==> src/hdl/ppcs_pkg.sv <==
// Constants, register map and types for the port power and CC steering block
package ppcs_pkg;
  localparam int unsigned CLK_FREQ_HZ = 100_000_000;
  localparam int unsigned SAFE_ZERO_TIME_MS = 650;
  localparam int unsigned SAFE_ZERO_CYCLES = (SAFE_ZERO_TIME_MS * (CLK_FREQ_HZ / 1000));
  localparam int unsigned CAPTURE_DELAY_CYCLES = 16;

  localparam logic [3:0] ADDR_CTRL = 4'h0;
  localparam logic [3:0] ADDR_MUX = 4'h4;
  localparam logic [3:0] ADDR_STATUS = 4'h8;

  localparam int CTRL_CABLE_PWR_EN = 0;
  localparam int CTRL_ILIM_HIGH = 1;
  localparam int CTRL_SAFE0_REQ = 2;
  localparam int CTRL_PATHS_RELEASE = 3;
  localparam int MUX_IFACE_LSB = 0;
  localparam int MUX_UART_OE = 4;
  localparam int MUX_SB_OE = 5;
  localparam int MUX_SB_ANALOG = 6;
  localparam int MUX_XBAR_FW = 7;

  localparam logic [31:0] CTRL_RESET = 32'h0000_0001;
  localparam logic [31:0] MUX_RESET = 32'h0000_0030;

  typedef enum logic [1:0] {
    PPCS_RANGE_NONE,
    PPCS_RANGE_NO_ROUTING,
    PPCS_RANGE_INTERNAL,
    PPCS_RANGE_EXTERNAL
  } ppcs_range_e;

  typedef enum logic [1:0] {
    PPCS_IF_NONE,
    PPCS_IF_USB,
    PPCS_IF_ALT,
    PPCS_IF_DEBUG
  } ppcs_iface_e;
endpackage

==> src/hdl/ppcs_top.sv <==
// Port power routing, CC steering and port data multiplexer control
//
// The register offsets and register access over Wishbone were chosen for this implementation.
`timescale 1ns/1ps
// Overview of operation
// - Without main supply, with dead battery supported, present sink, run from VBUS
// - Classify config pin into one of three ranges
// - No-routing range: boot from flash, no routing
// - No-routing range: both high-voltage switches off
// - Internal range: close internal high-voltage switch
// - External range: drive external switch gates on
// - Internal off and VBUS high: pulldown on
// - Pulldown off within threshold of rail
// - Safe-zero request with internal off keeps pulldown until zero
// - Cable power on one CC pin by orientation
// - Other CC pin goes to BMC modem
// - Cable current limit selectable between two settings
// - Mux selection from orientation and interface type
// - UART paths buffered with per-path tri-state
// - Sideband pair may bypass buffering as analog
// - Core-passed signals sampled and driven at clk
// - USB top and bottom swapped by orientation
// - Reset crossbar loops UART receive to transmit
// - Sideband outputs swapped by orientation
module ppcs_top
  import ppcs_pkg::*;
(
  input wire logic clk_i,
  input wire logic rst_i,
  input wire logic [31:0] wb_adr_i,
  input wire logic [31:0] wb_dat_i,
  output logic [31:0] wb_dat_o,
  input wire logic [3:0] wb_sel_i,
  input wire logic wb_we_i,
  input wire logic wb_cyc_i,
  input wire logic wb_stb_i,
  output logic wb_ack_o,
  input wire logic main_supply_input_i,
  input wire logic dead_battery_supported_i,
  input wire logic [1:0] dead_battery_config_pin_i,
  input wire logic vbus_above_rail_i,
  input wire logic vbus_at_safe_zero_i,
  input wire logic orientation_flip_i,
  input wire logic cable_ilim_trip_i,
  output logic sink_advertise_o,
  output logic run_from_vbus_o,
  output logic boot_from_flash_o,
  output ppcs_pkg::ppcs_range_e boot_range_o,
  output logic internal_high_voltage_path_en_o,
  output logic external_high_voltage_path_gate_o,
  output logic vbus_pulldown_en_o,
  output logic cc1_power_en_o,
  output logic cc2_power_en_o,
  output logic cc1_modem_en_o,
  output logic cc2_modem_en_o,
  output logic cable_path_current_limit_high_o,
  output logic cable_limit_active_o,
  output logic usb_top_to_system_o,
  output logic usb_bottom_to_system_o,
  output logic usb_swap_o,
  output logic sideband_swap_o,
  output logic sideband_analog_o,
  output logic [1:0] iface_sel_o,
  input wire logic uart_rx_i,
  output logic uart_tx_o,
  output logic uart_tx_oe_o,
  input wire logic core_uart_tx_i,
  output logic core_uart_rx_o,
  input wire logic sideband_serial_pair_rx_i,
  output logic sideband_serial_pair_tx_o,
  output logic sideband_serial_pair_tx_oe_o,
  input wire logic core_sb_tx_i,
  output logic core_sb_rx_o
);
  logic [31:0] ctrl;
  logic [31:0] mux;
  logic [1:0] cfg_sync;
  logic [2:0] pin_sync;
  logic [2:0] flag_sync;
  logic [7:0] cap_cnt;
  logic captured;
  ppcs_range_e range;
  logic safe_zero_timeout;
  logic flip;
  logic wb_hit;
  logic wb_wr;
  logic [31:0] status;
  logic [1:0] supply_sync;
  logic dead_batt;

  function automatic logic [31:0] ppcs_merge(input logic [31:0] old, input logic [31:0] nw, input logic [3:0] sel);
    logic [31:0] r;
    r = old;
    for (int i = 0; i < 4; i++) begin
      if (sel[i]) begin
        r[i*8 +: 8] = nw[i*8 +: 8];
      end
    end
    return r;
  endfunction

  // Strap and analog comparator inputs come from outside the clock domain
  ppcs_sync3 #(.W(2), .INIT(2'b11)) u_cfg_sync (
    .clk_i(clk_i),
    .rst_i(rst_i),
    .d_i(dead_battery_config_pin_i),
    .q_o(cfg_sync)
  );

  // Supply and strap levels are pins too, so they get the same filtering
  ppcs_sync3 #(.W(2), .INIT(2'b00)) u_supply_sync (
    .clk_i(clk_i),
    .rst_i(rst_i),
    .d_i({main_supply_input_i, dead_battery_supported_i}),
    .q_o(supply_sync)
  );

  ppcs_sync3 #(.W(3), .INIT(3'b000)) u_pin_sync (
    .clk_i(clk_i),
    .rst_i(rst_i),
    .d_i({orientation_flip_i, uart_rx_i, sideband_serial_pair_rx_i}),
    .q_o(pin_sync)
  );

  ppcs_sync3 #(.W(3), .INIT(3'b000)) u_flag_sync (
    .clk_i(clk_i),
    .rst_i(rst_i),
    .d_i({vbus_above_rail_i, vbus_at_safe_zero_i, cable_ilim_trip_i}),
    .q_o(flag_sync)
  );

  assign flip = pin_sync[2];
  assign dead_batt = !supply_sync[1] && supply_sync[0];

  // Range is taken once the synchroniser has settled, then frozen for the session
  always_ff @(posedge clk_i) begin
    if (rst_i) begin
      cap_cnt <= 8'h00;
      captured <= 1'b0;
      range <= PPCS_RANGE_NONE;
    end else if (!captured) begin
      if (cap_cnt == 8'(CAPTURE_DELAY_CYCLES)) begin
        captured <= 1'b1;
        case (cfg_sync)
          2'b11: range <= PPCS_RANGE_NO_ROUTING;
          2'b01: range <= PPCS_RANGE_INTERNAL;
          2'b00: range <= PPCS_RANGE_EXTERNAL;
          default: range <= PPCS_RANGE_NO_ROUTING;
        endcase
      end else begin
        cap_cnt <= cap_cnt + 8'h01;
      end
    end
  end

  assign boot_range_o = range;

  // Dead-battery power routing; firmware may release the boot forcing
  always_ff @(posedge clk_i) begin
    if (rst_i) begin
      sink_advertise_o <= 1'b0;
      run_from_vbus_o <= 1'b0;
      boot_from_flash_o <= 1'b0;
      internal_high_voltage_path_en_o <= 1'b0;
      external_high_voltage_path_gate_o <= 1'b0;
    end else begin
      sink_advertise_o <= dead_batt;
      run_from_vbus_o <= dead_batt;
      boot_from_flash_o <= (range == PPCS_RANGE_NO_ROUTING);
      if (ctrl[CTRL_PATHS_RELEASE] || !captured || range == PPCS_RANGE_NO_ROUTING) begin
        internal_high_voltage_path_en_o <= 1'b0;
        external_high_voltage_path_gate_o <= 1'b0;
      end else begin
        internal_high_voltage_path_en_o <= (range == PPCS_RANGE_INTERNAL);
        external_high_voltage_path_gate_o <= (range == PPCS_RANGE_EXTERNAL);
      end
    end
  end

  ppcs_vbus_discharge u_dis (
    .clk_i(clk_i),
    .rst_i(rst_i),
    .internal_path_on_i(internal_high_voltage_path_en_o),
    .above_rail_thresh_i(flag_sync[2]),
    .safe_zero_req_i(ctrl[CTRL_SAFE0_REQ]),
    .at_safe_zero_i(flag_sync[1]),
    .pulldown_en_o(vbus_pulldown_en_o),
    .safe_zero_timeout_o(safe_zero_timeout)
  );

  // CC steering: power goes to one pin only, modem to the other
  always_ff @(posedge clk_i) begin
    if (rst_i) begin
      cc1_power_en_o <= 1'b0;
      cc2_power_en_o <= 1'b0;
      cc1_modem_en_o <= 1'b0;
      cc2_modem_en_o <= 1'b0;
      cable_path_current_limit_high_o <= 1'b0;
      cable_limit_active_o <= 1'b0;
    end else begin
      cc1_power_en_o <= ctrl[CTRL_CABLE_PWR_EN] && flip;
      cc2_power_en_o <= ctrl[CTRL_CABLE_PWR_EN] && !flip;
      cc1_modem_en_o <= !flip;
      cc2_modem_en_o <= flip;
      cable_path_current_limit_high_o <= ctrl[CTRL_ILIM_HIGH];
      cable_limit_active_o <= flag_sync[0] && ctrl[CTRL_CABLE_PWR_EN];
    end
  end

  // Multiplexer selection
  always_ff @(posedge clk_i) begin
    if (rst_i) begin
      usb_swap_o <= 1'b0;
      sideband_swap_o <= 1'b0;
      sideband_analog_o <= 1'b0;
      iface_sel_o <= 2'b00;
      usb_top_to_system_o <= 1'b0;
      usb_bottom_to_system_o <= 1'b0;
    end else begin
      usb_swap_o <= flip;
      sideband_swap_o <= flip;
      sideband_analog_o <= mux[MUX_SB_ANALOG];
      iface_sel_o <= mux[MUX_IFACE_LSB +: 2];
      usb_top_to_system_o <= (mux[MUX_IFACE_LSB +: 2] != 2'(PPCS_IF_NONE)) && !flip;
      usb_bottom_to_system_o <= (mux[MUX_IFACE_LSB +: 2] != 2'(PPCS_IF_NONE)) && flip;
    end
  end

  // Buffered UART paths, registered at the core clock
  always_ff @(posedge clk_i) begin
    if (rst_i) begin
      uart_tx_o <= 1'b1;
      uart_tx_oe_o <= 1'b0;
      core_uart_rx_o <= 1'b1;
      sideband_serial_pair_tx_o <= 1'b1;
      sideband_serial_pair_tx_oe_o <= 1'b0;
      core_sb_rx_o <= 1'b1;
    end else begin
      uart_tx_o <= mux[MUX_XBAR_FW] ? core_uart_tx_i : pin_sync[1];
      uart_tx_oe_o <= mux[MUX_UART_OE];
      core_uart_rx_o <= pin_sync[1];
      sideband_serial_pair_tx_o <= core_sb_tx_i;
      // Analog bypass leaves the pin to the pass switch
      sideband_serial_pair_tx_oe_o <= mux[MUX_SB_OE] && !mux[MUX_SB_ANALOG];
      core_sb_rx_o <= pin_sync[0];
    end
  end

  // Wishbone classic slave: ack follows one cycle after the request is taken
  assign wb_hit = wb_cyc_i && wb_stb_i && !wb_ack_o;
  assign wb_wr = wb_hit && wb_we_i;

  // Status bits are read-only; a write to them is acked and dropped
  assign status = {22'h0, safe_zero_timeout, cable_limit_active_o, vbus_pulldown_en_o, flip, captured,
                   range, 1'b0, internal_high_voltage_path_en_o, external_high_voltage_path_gate_o};

  always_ff @(posedge clk_i) begin
    if (rst_i) begin
      wb_ack_o <= 1'b0;
    end else begin
      wb_ack_o <= wb_hit;
    end
  end

  // Read data is loaded with the ack and then held until the next access
  always_ff @(posedge clk_i) begin
    if (rst_i) begin
      wb_dat_o <= 32'h0;
    end else if (wb_hit) begin
      case (wb_adr_i[3:0])
        ADDR_CTRL: begin
          wb_dat_o <= ctrl;
        end
        ADDR_MUX: begin
          wb_dat_o <= mux;
        end
        ADDR_STATUS: begin
          wb_dat_o <= status;
        end
        default: begin
          wb_dat_o <= 32'h0;
        end
      endcase
    end
  end

  // Unused bits are masked, except mux bits 2 and 3, so a read shows only what the hardware keeps
  always_ff @(posedge clk_i) begin
    if (rst_i) begin
      ctrl <= CTRL_RESET;
    end else if (wb_wr && wb_adr_i[3:0] == ADDR_CTRL) begin
      ctrl <= ppcs_merge(ctrl, wb_dat_i, wb_sel_i) & 32'h0000_000F;
    end
  end

  always_ff @(posedge clk_i) begin
    if (rst_i) begin
      mux <= MUX_RESET;
    end else if (wb_wr && wb_adr_i[3:0] == ADDR_MUX) begin
      mux <= ppcs_merge(mux, wb_dat_i, wb_sel_i) & 32'h0000_00FF;
    end
  end
endmodule // ppcs_top

==> src/hdl/ppcs_sync3.sv <==
// Three-stage synchroniser with agreement filter for pin inputs
`timescale 1ns/1ps
module ppcs_sync3 #(
  parameter int W = 1,
  parameter logic [W-1:0] INIT = '0
) (
  input wire logic clk_i,
  input wire logic rst_i,
  input wire logic [W-1:0] d_i,
  output logic [W-1:0] q_o
);
  logic [W-1:0] s1;
  logic [W-1:0] s2;
  logic [W-1:0] s3;

  always_ff @(posedge clk_i) begin
    if (rst_i) begin
      s1 <= INIT;
      s2 <= INIT;
      s3 <= INIT;
    end else begin
      s1 <= d_i;
      s2 <= s1;
      s3 <= s2;
    end
  end

  // Only bits where the second and third stages agree are taken
  always_ff @(posedge clk_i) begin
    if (rst_i) begin
      q_o <= INIT;
    end else begin
      q_o <= (s2 & s3) | (q_o & (s2 | s3));
    end
  end
endmodule // ppcs_sync3

==> src/hdl/ppcs_vbus_discharge.sv <==
// VBUS active discharge pulldown control
`timescale 1ns/1ps
module ppcs_vbus_discharge
  import ppcs_pkg::*;
(
  input wire logic clk_i,
  input wire logic rst_i,
  input wire logic internal_path_on_i,
  input wire logic above_rail_thresh_i,
  input wire logic safe_zero_req_i,
  input wire logic at_safe_zero_i,
  output logic pulldown_en_o,
  output logic safe_zero_timeout_o
);
  logic [31:0] safe_cnt;

  always_ff @(posedge clk_i) begin
    if (rst_i) begin
      pulldown_en_o <= 1'b0;
    end else if (safe_zero_req_i && !at_safe_zero_i && !internal_path_on_i) begin // Closed switch holds VBUS up
      pulldown_en_o <= 1'b1;
    end else if (!internal_path_on_i && above_rail_thresh_i) begin
      pulldown_en_o <= 1'b1;
    end else begin
      pulldown_en_o <= 1'b0;
    end
  end

  // Flags a discharge that overruns the safe-zero budget
  always_ff @(posedge clk_i) begin
    if (rst_i || !safe_zero_req_i || at_safe_zero_i) begin
      safe_cnt <= 32'h0;
      safe_zero_timeout_o <= 1'b0;
    end else if (safe_cnt >= 32'(SAFE_ZERO_CYCLES)) begin
      safe_zero_timeout_o <= 1'b1;
    end else begin
      safe_cnt <= safe_cnt + 32'h1;
    end
  end
endmodule // ppcs_vbus_discharge

==> config.mk <==
export PLATFORM = sky130hd
export DESIGN_NAME = ppcs_top
export DESIGN_NICKNAME = d
export VERILOG_FILES = /design/src/hdl/ppcs_pkg.sv /design/src/hdl/ppcs_top.sv /design/src/hdl/ppcs_sync3.sv /design/src/hdl/ppcs_vbus_discharge.sv
export SDC_FILE = /design/constraint.sdc
export NUM_CORES = 1
export LEC_CHECK = 0
export ABC_AREA = 0
export BUFFER_PORTS_ARGS = -buffer_cell sky130_fd_sc_hd__buf_4
export CAP_MARGIN = 25
export CELL_PAD_IN_SITES_DETAIL_PLACEMENT = 0
export CELL_PAD_IN_SITES_GLOBAL_PLACEMENT = 1
export CORE_MARGIN = 2
export CORE_UTILIZATION = 34
export CTS_CLUSTER_DIAMETER = 150
export DETAILED_ROUTE_END_ITERATION = 7
export PLACE_DENSITY = 0.78
export SLEW_MARGIN = 20
export SYNTH_ARGS = -nofsm -noshare
export SYNTH_HDL_FRONTEND = slang
export SYNTH_SLANG_ARGS = --single-unit
==> constraint.sdc <==
create_clock -name clk_i -period 3.05 [get_ports clk_i]
set_clock_uncertainty 0.05 [all_clocks]
set_input_delay 0.4575 -clock clk_i [delete_from_list [all_inputs] [get_ports clk_i]]
set_output_delay 0.4575 -clock clk_i [all_outputs]
set_load 0.01 [all_outputs]
Yosys cells after proc, flatten, opt, wreduce, memory -nomap -nowiden
Cells that the tools add are included.
{"block": "totals", "input_bits": 85, "reg_bits": 151, "out_inout_bits": 60}
{"block": "classes", "bitwise": 18, "eq_ne": 7, "mux": 7, "reduce_logical": 35, "n_lt_le_gt_ge": 1, "add_sub_neg": 2}
{"op": "32-bit by 1-bit adder with 32-bit output (second input constant)", "n": 1}
{"op": "32-bit by 26-bit >= comparator with 1-bit output (second input constant)", "n": 1}
{"op": "10-bit case mux with 3 select lines", "n": 1}
{"op": "1-bit logical AND", "n": 15}
{"op": "3-bit bitwise AND", "n": 4}
{"op": "3-bit bitwise OR", "n": 4}
{"op": "8-bit by 1-bit adder with 8-bit output (second input constant)", "n": 1}
{"op": "2-bit bitwise AND", "n": 4}
{"op": "8-bit by 5-bit equality test with 1-bit output (second input constant)", "n": 1}
{"op": "1-bit zero test", "n": 8}
{"op": "2-bit bitwise OR", "n": 4}
{"op": "2-bit AND reduction", "n": 4}
{"op": "1-bit 2-to-1 mux", "n": 5}
{"op": "2-bit by 1-bit equality test with 1-bit output (second input constant)", "n": 2}
{"op": "2-bit equality test (second input constant)", "n": 2}
{"op": "4-bit by 3-bit equality test with 1-bit output (second input constant)", "n": 1}
{"op": "4-bit equality test (second input constant)", "n": 1}
{"op": "4-bit zero test", "n": 1}
{"op": "1-bit logical OR", "n": 4}
{"op": "2-bit case mux with 2 select lines", "n": 1}
{"op": "2-bit zero test", "n": 1}
{"op": "1-bit inverter", "n": 2}
{"op": "2-bit nonzero test", "n": 1}
{"op": "2-bit OR reduction", "n": 1}

Logic depth before layout (Yosys ltp)
{"block": "depth", "depth_word": 5, "ltp_mapped": 7}

Hierarchy
Synthesis repeated with hierarchy kept, for this count alone.
{"block": "unflattened", "cells_unflattened": 542, "area_unflattened_um2": 5315.1}
{"mod": "ppcs_top", "seq_area_each_um2": 1101.1, "area_per_inst_um2": 2417.3, "cells_each": 250, "n_inst": 1}
{"mod": "ppcs_vbus_discharge", "seq_area_each_um2": 680.7, "area_per_inst_um2": 1674.1, "cells_each": 190, "n_inst": 1}
{"mod": "ppcs_sync3 (u_flag_sync ...)", "seq_area_each_um2": 240.2, "area_per_inst_um2": 382.9, "cells_each": 31, "n_inst": 2}
{"mod": "ppcs_sync3 (u_cfg_sync)", "seq_area_each_um2": 160.2, "area_per_inst_um2": 230.2, "cells_each": 20, "n_inst": 1}
{"mod": "ppcs_sync3 (u_supply_sync)", "seq_area_each_um2": 160.2, "area_per_inst_um2": 227.7, "cells_each": 20, "n_inst": 1}

Worst setup path after synthesis
Ideal clock, no wire load.
{"block": "synth_path", "path_kind": "in2reg", "start": "input wb_stb_i", "end": "register ctrl[0]", "setup_time_ns": 0.120, "path_buffers": 1, "arrival_ns": 1.869, "path_stages": 6, "slack_ns": 1.012, "required_time_ns": 2.880, "path_cell_list": "nand3b_1 -> or3_1 -> clkbuf_1 -> nor4_2 -> nor2b_1 -> a211o_1"}
{"block": "synth_between", "elab_chain_cells": 5}
{"item": "start: declaration", "line": "ppcs_top.sv:36", "source": "input wire logic wb_stb_i,"}
{"item": "1-bit logical AND (2 in series)", "line": "ppcs_top.sv:250", "source": "assign wb_hit = wb_cyc_i && wb_stb_i && !wb_ack_o;"}
{"item": "1-bit logical AND", "line": "ppcs_top.sv:251", "source": "assign wb_wr = wb_hit && wb_we_i;"}
{"item": "1-bit logical AND", "line": "ppcs_top.sv:291", "source": "end else if (wb_wr && wb_adr_i[3:0] == ADDR_CTRL) begin"}
{"item": "2-bit AND reduction (no source line)"}
{"item": "end signal: assignment", "line": "ppcs_top.sv:292", "source": "ctrl <= ppcs_merge(ctrl, wb_dat_i, wb_sel_i) & 32'h0000_000F;"}
{"item": "end: declaration", "line": "ppcs_top.sv:75", "source": "logic [31:0] ctrl;"}
No other way between the ends.
A chain may end at the register's enable or synchronous reset.

Final worst setup path
{"block": "layout_path", "start": "register u_dis.safe_cnt[26]", "end": "register u_dis.safe_cnt[20]"}
{"block": "layout_between", "elab_chain_cells": 1}
{"item": "start: declaration", "line": "ppcs_vbus_discharge.sv:15", "source": "logic [31:0] safe_cnt;"}
{"item": "start signal: assignment", "line": "ppcs_vbus_discharge.sv:37", "source": "safe_cnt <= safe_cnt + 32'h1;"}
{"item": "32-bit by 26-bit >= comparator with 1-bit output", "line": "ppcs_vbus_discharge.sv:34", "source": "end else if (safe_cnt >= 32'(SAFE_ZERO_CYCLES)) begin"}
No other way between the ends.

==> results.py <==
metrics = {
    "setup_path": {
        "timing.setup.critical_path_class": "reg -> reg",
        "worst_r2r_startpoint": "u_dis.safe_cnt[26]",
        "timing.critical_path.arrival_ps": 2670,
        "crit_path_start_kind": "flop",
        "worst-r2r-cell-count": 6,
        "worst_ep_required_time_ps": 3330,
        "slowest_cell_on_the_critical_path": "sky130_fd_sc_hd__or4_1",
        "crit_path_frequent_cell": "sky130_fd_sc_hd__or4_1",
        "crit_chain": "nor4_1 -> o211ai_1 -> buf_4 -> or4_1 -> or4_1 -> a21oi_1",
        "cp-end-kind": "flop",
        "critical_path_peak_fanout": 20,
        "critical-path-max-stage-delay_ps": 600,
        "r2r_slack_ps": 660,
        "crit_path_start": "u_dis.safe_cnt[26]",
        "crit-reg2reg-capture": "u_dis.safe_cnt[20]",
    },
    "yosys": {
        "syn-instance-count": 530,
        "flop_and_latch_count_out_of_synthesis": 129,
        "async_reset_ff_share_pct": 0,
        "syn-mean-instance-area_um2": 9.35,
        "mappedNetlistArea_mm2": 0.00496,
        "seq_area_frac_synth_pct": 52.1,
        "synth_edf_count": 0,
        "synth_flop_cell": "sky130_fd_sc_hd__dfxtp_1",
        "synthesis.yosys.warnings": 0,
        "yosysUniqueCellTypes": 49,
    },
    "clock_tree": {
        "cts_repair_resize_count": 0,
        "post_cts_buffers": 0,
        "clock_latency_ps": 410,
        "tritoncts_num_sinks": 129,
        "cts-root-to-sink-buffers": 2,
        "cts_tree": "yes",
        "cts_made_buffers": 17,
        "holdBufCountCts": 0,
        "cts.reportedPaths.clkPinSlew_ps": 60,
        "ctsHtreeMaxLevel": 4,
        "clock_tree.root_cell": "sky130_fd_sc_hd__clkbuf_16",
    },
    "floorplan": {
        "die_height_um": 125,
        "placeableCoreArea_mm2": 0.0144,
        "floorplan.die.width_um": 125,
        "initial_utilization_pct": 34.5,
        "die-area_mm2": 0.0156,
        "io_pins": 145,
        "rows": 44,
    },
    "timing": {
        "finalSetupViolCount": 0,
        "layout_worst_path_cycle_share_pct": 78.3,
        "period_minus_slack_ps": 2390,
        "finalHoldViolCount": 0,
        "setup_repair_after_global_routing_missed_its_margin": "no",
        "worst_slew_pin_slew_ps": 715,
        "slew-limit-headroom_pct": 52.0,
        "achievable-frequency_ghz": 0.418,
        "finalSetupTns_ps": 0,
        "timing.final.max_slew_violations": 0,
    },
    "place": {
        "numPlacedInstances": 760,
        "gp_routability_congestion": 0.806,
        "postPlaceCellArea_mm2": 0.00556,
        "hpwl_um": 6950,
        "port_buffers": 67,
    },
    "hold_path": {
        "min_from": "dead_battery_config_pin_i[1]",
        "hold_path.class": "in -> reg",
        "hold-path-endpoint": "u_cfg_sync.s1[1]",
        "hold-path-cell-count": 2,
    },
    "finish": {
        "multi_input_area_mm2": 0.00214,
        "finalCoreUtilization_pct": 42.5,
        "final_design_area_no_fill_mm2": 0.00611,
        "n_antenna_cell": 0,
        "post_layout_nonfiller_instances": 792,
        "layout.area.seq_mm2": 0.00258,
        "fillCellCount": 1379,
        "drive_above_1_share_pct": 20.1,
        "num-nets-final": 684,
        "syn2layout_area_growth_pct": 23.3,
    },
    "power_and_ir_drop": {
        "power.density_mw_per_mm2": 608,
        "cellLeakagePower_nw": 2.32,
        "peak_ir_drop_on_the_vdd_network_mv": 0.336,
    },
    "routing": {
        "drc_errors": 0,
        "ant_nets": 0,
        "wirelength_um": 10300,
        "drt_first_iter_violations": 234,
        "detail_route.wl_per_cell_um": 13.0,
        "num_vias": 3867,
        "detail_route.vias_per_cell": 4.88,
        "detail_route.first_pass.iterations": 4,
    },
    "global_route": {
        "gr-usage-all-layers_pct": 13.3,
        "grt_pass1_vias": 3598,
        "largest_net_degree_at_the_start_of_global_routing": 56,
        "initial_antenna_violation_count": 0,
        "first_pass_grt_wire_length_um": 16800,
        "globalRoute.totalOverflow": 0,
    },
    "flow_run": {
        "max_cap_violations": 0,
    },
    "status": {
        "run_status": "finished clean",
    },
}
[final cells by class]
class,count,share of cell area [%]
Clock buffer,18,7.19
Timing Repair Buffer,75,9.21
Inverter,11,0.676
Sequential cell,129,42.3
Tap cell,184,3.77
Multi-Input combinational cell,361,35.0
Clock inverter,14,1.90
[through the flow]
step                hold WS, ps  worst slack [ps]  power [mW]
floorplan                   339              1010        1.85
global placement            345               748        1.88
detailed placement          358               711        1.89
CTS                         164               679        3.76
global route                163               561        3.85
finish                      183               660        3.71
[where the power goes]
| part | internal (mW) | total (mW) | switching (mW) | leakage (nW) |
|---|---|---|---|---|
| registers | 1.71 | 1.73 | 0.0133 | 1.05 |
| logic | 0.0571 | 0.122 | 0.0648 | 1.00 |
| clock network | 1.13 | 1.86 | 0.731 | 0.268 |
[layout by cell type, fill, tap and decap left out, types with 9 or more instances in the layout]
cell / Yosys / routed
sky130_fd_sc_hd__conb_1: 1 / 22
sky130_fd_sc_hd__or2_2: 11 / 11
sky130_fd_sc_hd__or4_1: 20 / 20
sky130_fd_sc_hd__nand3_1: 10 / 10
sky130_fd_sc_hd__nor2_1: 37 / 37
sky130_fd_sc_hd__buf_4: 25 / 75
sky130_fd_sc_hd__a21oi_1: 46 / 46
sky130_fd_sc_hd__nand2_1: 43 / 43
sky130_fd_sc_hd__inv_1: 11 / 11
sky130_fd_sc_hd__nand4_1: 9 / 9
sky130_fd_sc_hd__o31ai_1: 18 / 18
sky130_fd_sc_hd__dfxtp_1: 129 / 129
sky130_fd_sc_hd__nor2b_1: 35 / 35
sky130_fd_sc_hd__clkbuf_16: 0 / 17
[synth_stat cells (4+ instances only)]
master | instances | share of area, %
sky130_fd_sc_hd__inv_1 | 11 | 0.83
sky130_fd_sc_hd__or3_1 | 6 | 0.76
sky130_fd_sc_hd__nand3b_1 | 5 | 0.76
sky130_fd_sc_hd__ha_1 | 4 | 1.0
sky130_fd_sc_hd__o21ai_0 | 8 | 0.81
sky130_fd_sc_hd__or4_1 | 20 | 3.0
sky130_fd_sc_hd__nand3_1 | 10 | 1.0
sky130_fd_sc_hd__or2_2 | 11 | 1.4
sky130_fd_sc_hd__o21ai_1 | 7 | 0.71
sky130_fd_sc_hd__buf_4 | 25 | 3.8
sky130_fd_sc_hd__nor2_1 | 37 | 2.8
sky130_fd_sc_hd__clkbuf_1 | 21 | 1.6
sky130_fd_sc_hd__dfxtp_1 | 129 | 52
sky130_fd_sc_hd__mux2i_1 | 7 | 1.4
sky130_fd_sc_hd__and3_1 | 5 | 0.63
sky130_fd_sc_hd__nor3_1 | 8 | 0.81
sky130_fd_sc_hd__and2_1 | 8 | 1.0
sky130_fd_sc_hd__nor3b_1 | 6 | 0.91
sky130_fd_sc_hd__nand4_1 | 9 | 1.1
sky130_fd_sc_hd__a21oi_1 | 46 | 4.6
sky130_fd_sc_hd__nand2_1 | 43 | 3.3
sky130_fd_sc_hd__nor2b_1 | 35 | 4.4
sky130_fd_sc_hd__a22oi_1 | 7 | 1.1
sky130_fd_sc_hd__xor2_1 | 6 | 1.1
sky130_fd_sc_hd__o31ai_1 | 18 | 2.7
[logic make-up after synthesis]
logic type                 synth area share (%)
other                                    0.0756
xor gates and xnor gates                   1.24
buffers and inverters                      6.59
DFF                                        52.1
adders and majority gates                  1.01
and+or+nand+nor                            24.4
muxes                                      1.41
AOI/OAI and AO/OA                          13.1
[worst max-delay path by stage]
stage | slack [ps] | to | cells after the start
final | 660 | u_dis.safe_cnt[20] | 6
after global routing | 560 | u_dis.safe_cnt[20] | 6
after CTS | 680 | u_dis.safe_cnt[20] | 6
after detailed placement | 710 | u_dis.safe_cnt[20] | 6
after global placement | 750 | ctrl[0] | 6
after floorplan | 1010 | ctrl[0] | 6
[state kept, by name (all words and copies together), names as in the netlist, 3 cells and up]
signal           cells
u_flag_sync.s3       3
u_flag_sync.s1       3
wb_dat_o            10
u_pin_sync.s3        3
u_pin_sync.s2        3
u_pin_sync.q_o       3
u_pin_sync.s1        3
mux                  8
cap_cnt              8
u_flag_sync.q_o      3
ctrl                 4
u_dis.safe_cnt      32
u_flag_sync.s2       3
[per-layer routing]
layer / GRT usage (%) / wire length (um) / vias to the layer above
met2: 22.3 / 5170 / 66
met3: 4.68 / 475 / 11
met5: 0 / 0 / -
met1: 15.2 / 4570 / 1847
met4: 5.88 / 83 / 0
li1: - / - / 1943
[worst max-delay path: cells and delay by family (launching register included)]
kind | cells | cell delay [ps]
buffers and inverters | 1 | 220
and+or+nand+nor | 3 | 1410
DFF | 1 | 310
AOI/OAI and AO/OA | 2 | 310
(Power assumes the default switching activity.)
